`src/verilog/liu_params.svh`:
```
// Purpose: named addresses, bit positions and reset values of the alarm/control block
// Assumes: included once per compile unit by its bare name
// Notes: address width matches the five-bit serial host address field
`ifndef LIU_PARAMS_SVH
`define LIU_PARAMS_SVH

// register addresses
`define LIU_ADDR_TXCTL 5'h03
`define LIU_ADDR_IRQEN 5'h04
`define LIU_ADDR_STAT 5'h05

// transmit control register fields
`define LIU_TXCTL_RES_HI 4
`define LIU_TXCTL_RES_LO 3
`define LIU_TXCTL_INSERT 2
`define LIU_TXCTL_RSVD 1
`define LIU_TXCTL_RATIO 0
`define LIU_TXCTL_RST 8'h00
`define LIU_TXCTL_WMASK 8'h1f

// interrupt enable register fields
`define LIU_IE_GLOBAL 7
`define LIU_IE_DRV 6
`define LIU_IE_FIFO 5
`define LIU_IE_LCV 4
`define LIU_IE_LOOP 3
`define LIU_IE_AIS 2
`define LIU_IE_LOS 1
`define LIU_IE_PAT 0
`define LIU_IRQEN_RST 8'h00

// status register fields
`define LIU_ST_DRV 6
`define LIU_ST_FIFO 5
`define LIU_ST_LCV 4
`define LIU_ST_LIVE_RST 3'h0
`define LIU_PEND_RST 7'h00
`define LIU_RDATA_RST 8'h00

`endif

```
`src/verilog/liu_pkg.sv`:
```
// Purpose: shared types of the alarm/control block
// Assumes: nothing beyond SystemVerilog
// Notes: resistor codes follow the two select bits directly
package liu_pkg;

   // external receive resistor selection
   typedef enum logic [1:0] {
      LIU_RES_NONE = 2'b00,
      LIU_RES_60 = 2'b01,
      LIU_RES_52P5 = 2'b10,
      LIU_RES_37P5 = 2'b11
   } liu_rx_res_t;

   // violation insertion sequencer
   typedef enum logic [0:0] {
      LIU_BPV_IDLE = 1'b0,
      LIU_BPV_PEND = 1'b1
   } liu_bpv_state_t;

endpackage : liu_pkg

```
`src/verilog/liu_bpv_insert.sv`:
```
// Purpose: turns a rising edge of the violation insert bit into one violation
// Assumes: tx_clock_i is synchronous to ref_clk_i and much slower
// Notes: the insert bit is looked at only on tx clock rising edges
`include "liu_params.svh"

module liu_bpv_insert
   import liu_pkg::*;
(
   // clock and reset
   input wire logic ref_clk_i,
   input wire logic rst_n_i,
   // control
   input wire logic insert_bit_i,
   input wire logic tx_clock_i,
   input wire logic prbs_active_i,
   input wire logic single_rail_i,
   // result
   output logic bpv_insert_o,
   output logic bpv_busy_o
);

   liu_bpv_state_t state_q;
   liu_bpv_state_t state_d;
   logic tx_clk_q;
   logic insert_smp_q;
   logic insert_smp_d;
   logic bpv_q;
   logic bpv_d;
   wire logic tx_edge;
   wire logic insert_rise;
   wire logic insert_ok;

   // tx clock rising edge acts as the bit-slot enable
   assign tx_edge = tx_clock_i & ~tx_clk_q;
   assign insert_rise = tx_edge & insert_bit_i & ~insert_smp_q;
   // [RULE_03] pattern or single-rail
   assign insert_ok = prbs_active_i | single_rail_i;
   assign insert_smp_d = tx_edge ? insert_bit_i : insert_smp_q;

   // next state; a request waits while neither path can carry a violation
   always_comb
   begin
      state_d = state_q;
      bpv_d = 1'b0;
      unique case (state_q)
         LIU_BPV_IDLE:
         begin
            // [RULE_02] one per rise
            if (insert_rise)
            begin
               state_d = LIU_BPV_PEND;
            end
         end
         LIU_BPV_PEND:
         begin
            if (tx_edge & insert_ok)
            begin
               bpv_d = 1'b1;
               state_d = LIU_BPV_IDLE;
            end
         end
      endcase
   end

   // state registers
   always_ff @(posedge ref_clk_i or negedge rst_n_i)
   begin
      if (!rst_n_i)
      begin
         state_q <= LIU_BPV_IDLE;
         tx_clk_q <= 1'b0;
         insert_smp_q <= 1'b0;
         bpv_q <= 1'b0;
      end
      else
      begin
         state_q <= state_d;
         tx_clk_q <= tx_clock_i;
         insert_smp_q <= insert_smp_d;
         bpv_q <= bpv_d;
      end
   end

   assign bpv_insert_o = bpv_q;
   assign bpv_busy_o = (state_q == LIU_BPV_PEND);

endmodule : liu_bpv_insert

```
`src/verilog/liu_alarm_ctrl.sv`:
```
// Purpose: host registers for rx resistor, tx control, interrupt enables and alarm status
// Assumes: all inputs synchronous to ref_clk_i; host port is a simple strobed register port
// Notes: pending interrupt flags clear on a status read; a new event in that cycle wins
`include "liu_params.svh"

// Overview of operation
// [RULE_01] two resistor bits select none, 60, 52.5 or 37.5 ohms; reset zero
// [RULE_02] a zero-to-one change of the insert bit inserts exactly one violation
// [RULE_03] violations go into the test pattern or single-rail data
// [RULE_04] host writes zero then one to request each further violation
// [RULE_05] external termination: ratio bit one gives 1:2, zero gives 1:2.45
// [RULE_06] internal termination: ratio fixed 1:2, ratio bit ignored
// [RULE_07] global enable bit D7 passes interrupts to the pin or masks all
// [RULE_08] enable D6 unmasks driver failure interrupts
// [RULE_09] enable D5 unmasks fifo within three bits of limit interrupts
// [RULE_10] enable D4 unmasks line code violation interrupts
// [RULE_11] enable D3 unmasks loop-code detection interrupts
// [RULE_12] enable D2 unmasks alarm indication signal interrupts
// [RULE_13] enable D1 unmasks loss-of-signal interrupts
// [RULE_14] enable D0 unmasks test pattern detection interrupts
// [RULE_15] status D6 follows the live driver failure monitor
// [RULE_16] status D5 reads one while fifo pointers are within three bits
// [RULE_17] status D4 reads one while a code violation or excess zeros is seen
// [RULE_18] either-direction change of D6, D5, D4 raises an interrupt when enabled
// [RULE_19] pending interrupt holds the pin until serviced, gated by global enable
module liu_alarm_ctrl
   import liu_pkg::*;
(
   // clock and reset
   input wire logic ref_clk_i,
   input wire logic rst_n_i,
   // host register port
   input wire logic [4:0] reg_addr_i,
   input wire logic reg_wr_i,
   input wire logic reg_rd_i,
   input wire logic [7:0] reg_wdata_i,
   output logic [7:0] reg_rdata_o,
   // live alarm conditions
   input wire logic driver_fail_i,
   input wire logic fifo_near_limit_i,
   input wire logic line_violation_i,
   // event pulses from alarm logic held elsewhere
   input wire logic loop_code_evt_i,
   input wire logic alarm_indication_evt_i,
   input wire logic loss_of_signal_evt_i,
   input wire logic test_pattern_evt_i,
   // transmit path
   input wire logic tx_clock_i,
   input wire logic prbs_active_i,
   input wire logic single_rail_i,
   input wire logic int_term_i,
   output logic bpv_insert_o,
   output logic tx_ratio_1to2_o,
   // receive termination
   output liu_rx_res_t rx_res_sel_o,
   // interrupt pin
   output logic int_n_o
);

   logic [7:0] txctl_q;
   logic [7:0] txctl_d;
   logic [7:0] irqen_q;
   logic [7:0] irqen_d;
   logic [2:0] live_q;
   logic [6:0] pend_q;
   logic [6:0] pend_d;
   logic [7:0] rdata_q;
   logic [7:0] rdata_d;
   logic int_n_q;
   wire logic sel_txctl;
   wire logic sel_irqen;
   wire logic sel_stat;
   wire logic [2:0] live_now;
   wire logic [2:0] live_chg;
   wire logic [6:0] src_evt;
   wire logic [6:0] src_en;
   wire logic [6:0] pend_set;
   wire logic stat_read;
   wire logic [7:0] stat_word;
   wire logic any_pend;

   // register bit pick, used for every field decode
   function automatic logic liu_bit(input logic [7:0] word, input int pos);
      liu_bit = word[pos[2:0]];
   endfunction : liu_bit

   // address decode
   assign sel_txctl = (reg_addr_i == `LIU_ADDR_TXCTL);
   assign sel_irqen = (reg_addr_i == `LIU_ADDR_IRQEN);
   assign sel_stat = (reg_addr_i == `LIU_ADDR_STAT);
   assign stat_read = reg_rd_i & sel_stat;

   // writable registers; bits above D4 of the tx control word do not exist
   assign txctl_d = (reg_wr_i & sel_txctl) ? (reg_wdata_i & `LIU_TXCTL_WMASK) : txctl_q;
   assign irqen_d = (reg_wr_i & sel_irqen) ? reg_wdata_i : irqen_q;

   // [RULE_01] resistor select decode
   assign rx_res_sel_o = liu_rx_res_t'({liu_bit(txctl_q, `LIU_TXCTL_RES_HI),
                                        liu_bit(txctl_q, `LIU_TXCTL_RES_LO)});

   // [RULE_05] [RULE_06] ratio select; internal termination forces 1:2
   assign tx_ratio_1to2_o = int_term_i | liu_bit(txctl_q, `LIU_TXCTL_RATIO);

   // live alarm conditions, ordered driver, fifo, line violation
   assign live_now = {driver_fail_i, fifo_near_limit_i, line_violation_i};
   // [RULE_18] change in either direction
   assign live_chg = live_now ^ live_q;

   // event sources ordered as the enable bits D6..D0
   assign src_evt = {live_chg, loop_code_evt_i, alarm_indication_evt_i,
                     loss_of_signal_evt_i, test_pattern_evt_i};

   // [RULE_08] [RULE_09] [RULE_10] driver, fifo, violation masks
   // [RULE_11] [RULE_12] [RULE_13] [RULE_14] loop, ais, los, pattern masks
   assign src_en = {liu_bit(irqen_q, `LIU_IE_DRV), liu_bit(irqen_q, `LIU_IE_FIFO),
                    liu_bit(irqen_q, `LIU_IE_LCV), liu_bit(irqen_q, `LIU_IE_LOOP),
                    liu_bit(irqen_q, `LIU_IE_AIS), liu_bit(irqen_q, `LIU_IE_LOS),
                    liu_bit(irqen_q, `LIU_IE_PAT)};
   assign pend_set = src_evt & src_en;

   // [RULE_19] sticky pending; status read clears, a same-cycle event wins
   assign pend_d = pend_set | (stat_read ? `LIU_PEND_RST : pend_q);
   assign any_pend = |pend_q;

   // [RULE_15] [RULE_16] [RULE_17] status word shows the live alarm levels
   assign stat_word = {1'b0, live_q, 4'h0};

   // read mux; unmapped addresses read as zero
   assign rdata_d = !reg_rd_i ? rdata_q :
                    sel_txctl ? txctl_q :
                    sel_irqen ? irqen_q :
                    sel_stat ? stat_word : `LIU_RDATA_RST;

   // host registers
   always_ff @(posedge ref_clk_i or negedge rst_n_i)
   begin
      if (!rst_n_i)
      begin
         txctl_q <= `LIU_TXCTL_RST;
         irqen_q <= `LIU_IRQEN_RST;
      end
      else
      begin
         txctl_q <= txctl_d;
         irqen_q <= irqen_d;
      end
   end

   // alarm sampling and pending flags
   always_ff @(posedge ref_clk_i or negedge rst_n_i)
   begin
      if (!rst_n_i)
      begin
         live_q <= `LIU_ST_LIVE_RST;
         pend_q <= `LIU_PEND_RST;
      end
      else
      begin
         live_q <= live_now;
         pend_q <= pend_d;
      end
   end

   // read data and pin drive from flops so the host sees stable levels
   always_ff @(posedge ref_clk_i or negedge rst_n_i)
   begin
      if (!rst_n_i)
      begin
         rdata_q <= `LIU_RDATA_RST;
         int_n_q <= 1'b1;
      end
      else
      begin
         rdata_q <= rdata_d;
         // [RULE_07] global gate
         int_n_q <= ~(any_pend & liu_bit(irqen_q, `LIU_IE_GLOBAL));
      end
   end

   assign reg_rdata_o = rdata_q;
   assign int_n_o = int_n_q;

   // [RULE_02] [RULE_04] single violation per fresh rising edge of the insert bit
   liu_bpv_insert u_bpv
   (
      .ref_clk_i(ref_clk_i),
      .rst_n_i(rst_n_i),
      .insert_bit_i(liu_bit(txctl_q, `LIU_TXCTL_INSERT)),
      .tx_clock_i(tx_clock_i),
      .prbs_active_i(prbs_active_i),
      .single_rail_i(single_rail_i),
      .bpv_insert_o(bpv_insert_o),
      .bpv_busy_o()
   );

endmodule : liu_alarm_ctrl

```
`config.mk`:
```
export PLATFORM = sky130hd
export DESIGN_NAME = liu_alarm_ctrl
export DESIGN_NICKNAME = d
export VERILOG_FILES = /design/src/verilog/liu_pkg.sv /design/src/verilog/liu_bpv_insert.sv /design/src/verilog/liu_alarm_ctrl.sv
export VERILOG_INCLUDE_DIRS = /design/src /design/src/verilog
export SDC_FILE = /design/constraint.sdc
export NUM_CORES = 1
export LEC_CHECK = 0
export BUFFER_PORTS_ARGS = -buffer_cell sky130_fd_sc_hd__buf_2
export CORE_UTILIZATION = 55
export CTS_BUF_LIST = sky130_fd_sc_hd__clkbuf_4 sky130_fd_sc_hd__clkbuf_8 sky130_fd_sc_hd__clkbuf_16
export DETAILED_ROUTE_END_ITERATION = 10
export PLACE_DENSITY = 0.83
export REMOVE_ABC_BUFFERS = 1
export SYNTH_ARGS = -nofsm -noshare
export SYNTH_HDL_FRONTEND = slang
export SYNTH_SLANG_ARGS = --single-unit
```
`constraint.sdc`:
```
create_clock -name ref_clk_i -period 2.3 [get_ports ref_clk_i]
set_input_delay 0.23 -clock ref_clk_i [delete_from_list [all_inputs] [get_ports ref_clk_i]]
set_output_delay 0.23 -clock ref_clk_i [all_outputs]
set_load 0.02 [all_outputs]
```
---- Word level (Yosys, flattened, before mapping) ----
Cells that the tools add are included.
word-level totals
  flip-flop bits (word level) ............. 36
  input port bits ......................... 28
  output and inout port bits .............. 13
  word-level logic and storage cells ...... 40
operators by class
  eq/ne operators ......................... 3
  multiplexer cells ....................... 9
  bitwise gates (word level) .............. 17
  reduce and logical (&&, ||, !) cells .... 1
operators by type and width
  cell                number
  $mux 8              2
  $mux 7              2
  $eq 5x3->1 const B  2
  $and 1x1->1         8
  $and 7x7->7         1
  $or 7x7->7          1
  $reduce_or 7->1     1
  $eq 5x2->1 const B  1
  $mux 1              4
  $not 1->1           4
  $xor 3x3->3         1
  $or 1x1->1          2
  $pmux 1 s2          1

---- Longest topological paths before layout ----
Gate-level depths: netlist of run 1.
  depth in word-level cells ............... 6
  gate-level depth with buffers ........... 5
  mapped depth without buffers ............ 3

---- Cells and area by module ----
Synthesis of run 1 repeated with hierarchy kept, for this count alone.
unflattened totals
  cells, all modules ...................... 107
  area, all modules ....................... 1493.9 µm²
modules (own cells, without submodules)
  module          times used  cells each  area each (µm²)  sequential area each (µm²)
  liu_alarm_ctrl  1           96          1337.5           802.0
  liu_bpv_insert  1           11          156.4            100.1

---- Worst setup path before layout of run 1 ----
OpenSTA, ideal clock, no wires.
  path type ............................... reg2reg
  start point ............................. reg pend_q[2]
  end point ............................... reg int_n_q (netlist: int_n_o)
  library setup time ...................... 0.105 ns
  data arrival time ....................... 1.077 ns
  data required time ...................... 2.195 ns
  path slack .............................. 1.117 ns
  stages on the path, launching flop included .. 3
  buffers on the path ..................... 0
  period minus slack after synthesis ...... 1.183 ns
  cell sequence ........................... dfrtp_1 > or4_1 > o41ai_1
on the way
  longest elaborated chain between the ends .. 3
RTL lines
  what                    RTL line               RTL
  from (decl)             liu_alarm_ctrl.sv:65   logic [6:0] pend_q;
  from (signal assigned)  liu_alarm_ctrl.sv:155  pend_q <= `LIU_PEND_RST;
  from (signal assigned)  liu_alarm_ctrl.sv:160  pend_q <= pend_d;
  $reduce_or 7->1         liu_alarm_ctrl.sv:123  assign any_pend = |pend_q;
  $and 1x1->1             liu_alarm_ctrl.sv:176  int_n_q <= ~(any_pend & liu_bit(irqen_q, `LIU_IE_GLOBAL));
  $not 1->1               liu_alarm_ctrl.sv:176
  to (signal assigned)    liu_alarm_ctrl.sv:176
  to (decl)               liu_alarm_ctrl.sv:69   logic int_n_q;
No other way between the ends.
A chain may end at the register's enable or synchronous reset.

---- Worst setup path in the final report of run 1 ----
  start point ............................. reg txctl_q[0]
  end point ............................... out tx_ratio_1to2_o
on the way
  longest elaborated chain between the ends .. 1
RTL lines
  what                    RTL line               RTL
  from (decl)             liu_alarm_ctrl.sv:60   logic [7:0] txctl_q;
  from (signal assigned)  liu_alarm_ctrl.sv:139  txctl_q <= `LIU_TXCTL_RST;
  from (signal assigned)  liu_alarm_ctrl.sv:144  txctl_q <= txctl_d;
  $or 1x1->1              liu_alarm_ctrl.sv:102  assign tx_ratio_1to2_o = int_term_i | liu_bit(txctl_q, `LIU_TXCTL_RATIO);
  to (decl)               liu_alarm_ctrl.sv:53   output logic tx_ratio_1to2_o,
No other way between the ends.

==> summary.txt, run 1 <==
# setup viols final -> 0
status -> finished clean
post-CTS resize count -> 0
HPWL Detailed -> 2230 um
final hold violation count -> 0
CTS sink count -> 36
Hold WC Path Type -> primary input to register
WL/cell -> 16.8 um
R2R cell count -> 2
r2r endpoint -> int_n_o$_DFF_PN1_
sequential power share -> 0.583
Clock transition at path regs -> 0.10 ns
die footprint -> 0.00307 mm2
f_max -> 693 MHz
total power -> 0.00135 W
clock power share -> 0.252
Pre-antenna DRT Iters -> 4
CTS tree -> built
Syn Area/Cell -> 14.8 um2
Initial DRC Count -> 30
max-slew violations -> 0
WP data required -> 2.07 ns
IO Pins -> 41
Setup CP Type -> register to output port
antenna-violating nets left -> 0
commonest non-fill, non-tap cell in the layout -> buf_2
via/cell ratio -> 5.69
switching share of power -> 0.265
Longest Clk Path Bufs -> 2
Yosys cell types -> 32
Num CTS Buffers -> 5
fin crit period -> 1.44 ns
pwr dens -> 728 mW/mm2
Setup WS pre-CTS -> 0.864 ns
CP Buf/Inv Count -> 1
total track usage -> 0.223
H-tree Lvls -> 2
internal power -> 0.000992 W
crit path DAT -> 1.21 ns
Final WS setup -> 0.856 ns
GRT overflow -> 0
Worst Hold Margin -> 0.0195 ns
critical path peak fanout -> 3
clk_lat worst skew -> 0.34 ns
Cell Rows -> 19
IO buf count -> 40
Leak -> 0.972 nW
final wirelength -> 3080 um
Initial Util -> 0.574
most frequent cells in the layout -> 40 x buf_2, 35 x dfrtp_1, 13 x mux2_4
Post-Route Skew -> 0.00680 ns
routability cong. -> 0.742
pin count of the biggest net entering global routing -> 37
Min-Delay Startpoint -> fifo_near_limit_i
Comb power frac -> 0.165
layout cell share with drive strength beyond 1 -> 0.461
Via Count -> 1,042
Final Non-Filler Cells -> 183
Seq cells post-synth -> 36
first-pass GRT wire length -> 5060 um
DRC -> 0
cell total after placement -> 173
Ant. Diodes -> 0
Nets -> 179
setup TNS -> 0 ns
vias in the first global route -> 1,069
critical path capture point type -> output port
hold depth -> 1
Slowest-stage cell, CP -> dfrtp_1
R2R Setup Slk -> 0.99 ns
crit start category -> register
area grow syn2layout -> 18.2%
hold buffers post-CTS -> 2
delay of the slowest cell on the worst path -> 0.41 ns
clock root buffer -> clkbuf_4
Slew HR -> 0.484
Max rail drop VDD -> 0.000600 V
register area share after synthesis -> 0.575
total of max-cap violations -> 0
area of the mapped netlist -> 0.00157 mm2
Post-CTS Setup Bufs -> 0
Worst-Margin Slew -> 0.774 ns
hold endpoint -> live_q[1]$_DFF_PN0_
worst r2r src -> pend_q[2]$_DFF_PN0_
Synth Warn # -> 0
Tcrit/Tclk final -> 0.628
Die Wd -> 55.4 um
CP top delay family -> flip-flops
net switching power figure -> 0.000357 W
worst path cell trace -> or2_2 > buf_2
core area -> 0.00273 mm2
initial antenna violation count -> 0
unrepaired setup endpoints after global routing -> false
die height -> 55.4 um
cells after synthesis -> 106
synth_stat cells:
master,n,area share
nor4bb_2,1,0.010
a22o_1,8,0.045
clkbuf_2,1,0.0032
buf_4,2,0.0096
dfstp_2,1,0.017
or4_1,1,0.0048
nand2_4,1,0.0072
and3b_1,1,0.0056
a31oi_1,1,0.0040
nand2b_2,1,0.0056
nand4bb_1,1,0.0072
dfrtp_1,35,0.56
inv_1,2,0.0048
a221o_1,6,0.038
nor2_1,3,0.0072
nand3b_4,1,0.013
nor2b_1,7,0.028
mux2_4,13,0.12
and2b_1,1,0.0048
nor3b_1,1,0.0048
nor4b_4,1,0.015
o41ai_1,2,0.011
nand3b_1,1,0.0048
o32ai_1,1,0.0056
xor2_1,3,0.017
nor2b_2,1,0.0056
nand2_1,1,0.0024
and4bb_2,1,0.0080
or2_2,1,0.0040
nand2b_1,2,0.0080
buf_6,1,0.0072
o21ai_0,3,0.0096
worst register-to-register path: cells and delay by family (launching register included):
family,cells,cell delay [ns]
AOI/OAI and AO/OA,1,0.29
and+or+nand+nor,1,0.52
DFF,1,0.39
power by group through the flow:
stage	logic (W)	clock network (W)	registers [W]
3_5_place_dp	0.000223	0	0.000799
5_1_grt	0.000242	0.000379	0.000797
3_3_place_gp	0.000212	0	0.000792
6_report	0.000223	0.000340	0.000787
2_1_floorplan	0.000125	0	0.000797
4_1_cts	0.000226	0.000347	0.000787
state kept, by name (all words and copies together) (netlist names), 3 cells and up:
name         count
pend_q           7
txctl_q          5
irqen_q          8
reg_rdata_o      8
live_q           3
kinds of logic after synthesis:
logic type / Yosys count / share of synthesized area
buffers and inverters: 6 / 0.0247
AOI/OAI and AO/OA: 21 / 0.113
xor gates and xnor gates: 3 / 0.0167
and+or+nand+nor: 27 / 0.146
muxes: 13 / 0.124
DFF: 36 / 0.575
stage by stage:
stage	utilization	instance area [um2]
6_report	0.678	1850
5_1_grt	0.678	1850
4_1_cts	0.678	1850
3_5_place_dp	0.650	1780
3_3_place_gp	0.650	1780
2_1_floorplan	-	1540
worst max-delay path by stage:
stage | endpoint | cells after the start | slack, ns | start
6_report | tx_ratio_1to2_o | 2 | 0.86 | txctl_q[0]$_DFFE_PN0P_
5_1_grt | tx_ratio_1to2_o | 2 | 0.81 | txctl_q[0]$_DFFE_PN0P_
4_1_cts | tx_ratio_1to2_o | 2 | 0.85 | txctl_q[0]$_DFFE_PN0P_
3_5_place_dp | reg_rdata_o[2]$_DFFE_PN0P_ | 4 | 0.86 | reg_addr_i[0]
3_3_place_gp | reg_rdata_o[1]$_DFFE_PN0P_ | 4 | 0.90 | reg_addr_i[0]
2_1_floorplan | int_n_o$_DFF_PN1_ | 2 | 1.12 | pend_q[2]$_DFF_PN0_
metal layers:
metal | wire length, um | GRT usage | vias up
li1 | - | - | 484
met1 | 1270 | 0.272 | 518
met2 | 1570 | 0.377 | 33
met3 | 182 | 0.0492 | 7
met4 | 53 | 0.107 | 0
met5 | 0 | 0 | -
area by class of cell:
type                            instances  area [um2]
Multi-Input combinational cell         64         628
Timing Repair Buffer                   42         220
Clock inverter                          1        5.00
Fill cell                             219         880
Sequential cell                        36         902
Tap cell                               31        38.8
Clock buffer                            7        52.6
Inverter                                2        7.51
(Power assumes the default switching activity.)
==> run 2: changes to the inputs <==
--- a/config.mk
+++ b/config.mk
@@ -7,10 +7,10 @@
 export NUM_CORES = 1
 export LEC_CHECK = 0
 export BUFFER_PORTS_ARGS = -buffer_cell sky130_fd_sc_hd__buf_2
-export CORE_UTILIZATION = 55
+export CORE_UTILIZATION = 51
 export CTS_BUF_LIST = sky130_fd_sc_hd__clkbuf_4 sky130_fd_sc_hd__clkbuf_8 sky130_fd_sc_hd__clkbuf_16
 export DETAILED_ROUTE_END_ITERATION = 10
-export PLACE_DENSITY = 0.83
+export PLACE_DENSITY = 0.77
 export REMOVE_ABC_BUFFERS = 1
 export SYNTH_ARGS = -nofsm -noshare
 export SYNTH_HDL_FRONTEND = slang
==> constraint.sdc (replaced) <==
create_clock -name ref_clk_i -period 1.4 [get_ports ref_clk_i]
set_input_delay 0.14 -clock ref_clk_i [delete_from_list [all_inputs] [get_ports ref_clk_i]]
set_output_delay 0.14 -clock ref_clk_i [all_outputs]
set_load 0.02 [all_outputs]
==> run 2 against run 1 <==
Compared with the run above:
- the run now ends with DRC left
- cell count up 3.3%
- register-to-register slack worse by 0.89 ns
- total power up 67%
- via count up 2.8%
- design area up 3.5%
- setup slack worse by 0.79 ns
- first-iteration DRC count up 17%
- clock power up 67%
- global-route usage down 0.67 points
- critical path depth unchanged
- non-clock buffer count up 6
- sequential power up 64%
- critical endpoint unchanged
- largest cell class unchanged
==> summary.txt, run 2 (synthesized netlist as in run 1, its figures left out) <==
clock root buffer -> clkbuf_4
Cell Rows -> 19 (unchanged)
critical path capture point type -> output port
CTS tree -> built
Nets -> 185 (+3.4%)
CTS sink count -> 36 (unchanged)
critical path peak fanout -> 2 (-1)
final hold violation count -> 0 (unchanged)
delay of the slowest cell on the worst path -> 0.39 ns (-0.02 ns)
Setup CP Type -> register to output port
via/cell ratio -> 5.67 (-0.48%)
H-tree Lvls -> 2 (unchanged)
antenna-violating nets left -> 0 (unchanged)
Max rail drop VDD -> 0.000698 V (+16%)
net switching power figure -> 0.000598 W (+67%)
DRC -> 3 (+3)
Die Wd -> 57.5 um (+3.7%)
crit start category -> register
Longest Clk Path Bufs -> 2 (unchanged)
pin count of the biggest net entering global routing -> 37 (unchanged)
status -> finished, violations left
die footprint -> 0.00330 mm2 (+7.6%)
Setup WS pre-CTS -> 0.0885 ns (-0.776 ns)
Leak -> 1.00 nW (+3.3%)
Fillers -> 213 (-2.7%)
WP data required -> 1.26 ns (-0.81 ns)
area of the multi-input gates -> 628 um2 (unchanged)
Initial DRC Count -> 35 (+17%)
fin crit period -> 1.33 ns
clk_lat worst skew -> 0.34 ns (about the same)
f_max -> 752 MHz
most frequent cells in the layout -> 40 x buf_2, 35 x dfrtp_1, 13 x mux2_4
Tcrit/Tclk final -> 0.950
Comb power frac -> 0.174 (+0.009)
Worst Hold Margin -> 0.0210 ns (+0.00156 ns)
commonest non-fill, non-tap cell in the layout -> buf_2
Final WS setup -> 0.0700 ns (-0.786 ns)
area grow syn2layout -> 22.3%
clock power share -> 0.252 (about the same)
HPWL Detailed -> 2210 um (-1.1%)
total track usage -> 0.217 (-0.00669)
post-CTS resize count -> 0 (unchanged)
IO buf count -> 40 (unchanged)
flip-flop and latch area -> 902 um2 (unchanged)
Pre-antenna DRT Iters -> 7 (+3)
die height -> 57.5 um (+3.7%)
Worst-Margin Slew -> 0.396 ns (-0.378 ns)
Initial Util -> 0.555 (-0.0193)
Slew HR -> 0.733 (+0.248)
Ant. Diodes -> 0 (unchanged)
Hold WC Path Type -> primary input to register
layout cell share with drive strength beyond 1 -> 0.462 (+0.00150)
hold depth -> 2 (+1)
Slowest-stage cell, CP -> dfrtp_1
unrepaired setup endpoints after global routing -> false
total of max-cap violations -> 0 (unchanged)
GRT overflow -> 0 (unchanged)
initial antenna violation count -> 0 (unchanged)
vias in the first global route -> 1,090 (+2.0%)
failing checks -> DRC
final wirelength -> 3110 um (+0.98%)
R2R cell count -> 2 (unchanged)
routability cong. -> 0.760 (+2.4%)
internal power -> 0.00165 W (+66%)
first-pass GRT wire length -> 5150 um (+1.8%)
WL/cell -> 16.4 um (-2.2%)
Clock transition at path regs -> 0.11 ns (about the same)
setup TNS -> 0 ns (unchanged)
Num CTS Buffers -> 5 (unchanged)
worst path cell trace -> or2_2 > buf_2
# setup viols final -> 0 (unchanged)
IO Pins -> 41 (unchanged)
sequential power share -> 0.573 (-0.010)
crit path DAT -> 1.19 ns (-0.02 ns)
Via Count -> 1,071 (+2.8%)
pwr dens -> 1170 mW/mm2 (+61%)
max-slew violations -> 0 (unchanged)
core area -> 0.00283 mm2 (+3.5%)
Post-Route Skew -> 0.0117 ns (+0.00487 ns)
switching share of power -> 0.266 (+0.00124)
==> run 2: changes by cell type in the layout (fill, tap and decap cells not counted), sizes merged <==
cell	change
buf	+3
dlygate4sd3	+3
==> run 2: metal layers <==
metal / share of wire / track usage / wire, um
met5: 0 / 0 / 0
met4: 0.022 / 0.118 / 69
met3: 0.055 / 0.0635 / 170
met2: 0.51 / 0.347 / 1580
met1: 0.42 / 0.263 / 1290
==> run 2: what timing repair did <==
item                       in CTS  in global routing
hold buffers                    5                  0
setup endpoints to repair       0                  1
buffers inserted                0                  1
hold endpoints to repair       40                  0
==> run 2: per-stage QoR <==
step / instance area [um2] / util / total power (W) / std cells
finish: 1920 / 0.678 / 0.00225 / 189
detailed placement: 1800 / 0.638 / 0.00168 / 175
floorplan: 1540 / - / 0.00151 / 102
global placement: 1800 / 0.638 / 0.00166 / 175
CTS: 1910 / 0.676 / 0.00226 / 188
global route: 1920 / 0.678 / 0.00236 / 189
==> run 2: final cells by class <==
cell class	instances	share of cell area
Sequential cell	36	0.470
Multi-Input combinational cell	64	0.327
Timing Repair Buffer	48	0.149
Clock buffer	7	0.0274
Tap cell	31	0.0202
Inverter	2	0.00391
Clock inverter	1	0.00261
==> run 2: power by group through the flow <==
stage               registers (W)  clock network (W)  logic (W)
floorplan                 0.00131                  0   0.000206
global placement          0.00130                  0   0.000359
detailed placement        0.00131                  0   0.000373
CTS                       0.00129           0.000584   0.000387
global route              0.00131           0.000625   0.000426
finish                    0.00129           0.000568   0.000391
==> run 2: final timing paths <==
check	slack, ns	to	from
max	0.07	tx_ratio_1to2_o	txctl_q[0]$_DFFE_PN0P_
min	0.02	pend_q[2]$_DFF_PN0_	alarm_indication_evt_i
max reg2reg	0.10	int_n_o$_DFF_PN1_	pend_q[2]$_DFF_PN0_
min reg2reg	0.44	int_n_o$_DFF_PN1_	pend_q[4]$_DFF_PN0_
max in group asynchronous	0.88	int_n_o$_DFF_PN1_	rst_n_i
min in group asynchronous	0.27	pend_q[0]$_DFF_PN0_	rst_n_i
==> run 2: worst max-delay path, delay by kind of cell (launching register included) <==
family                 cells  cell delay (ns)
buffers and inverters      1             0.16
flip-flops                 1             0.39
AND/OR/NAND/NOR            1             0.30
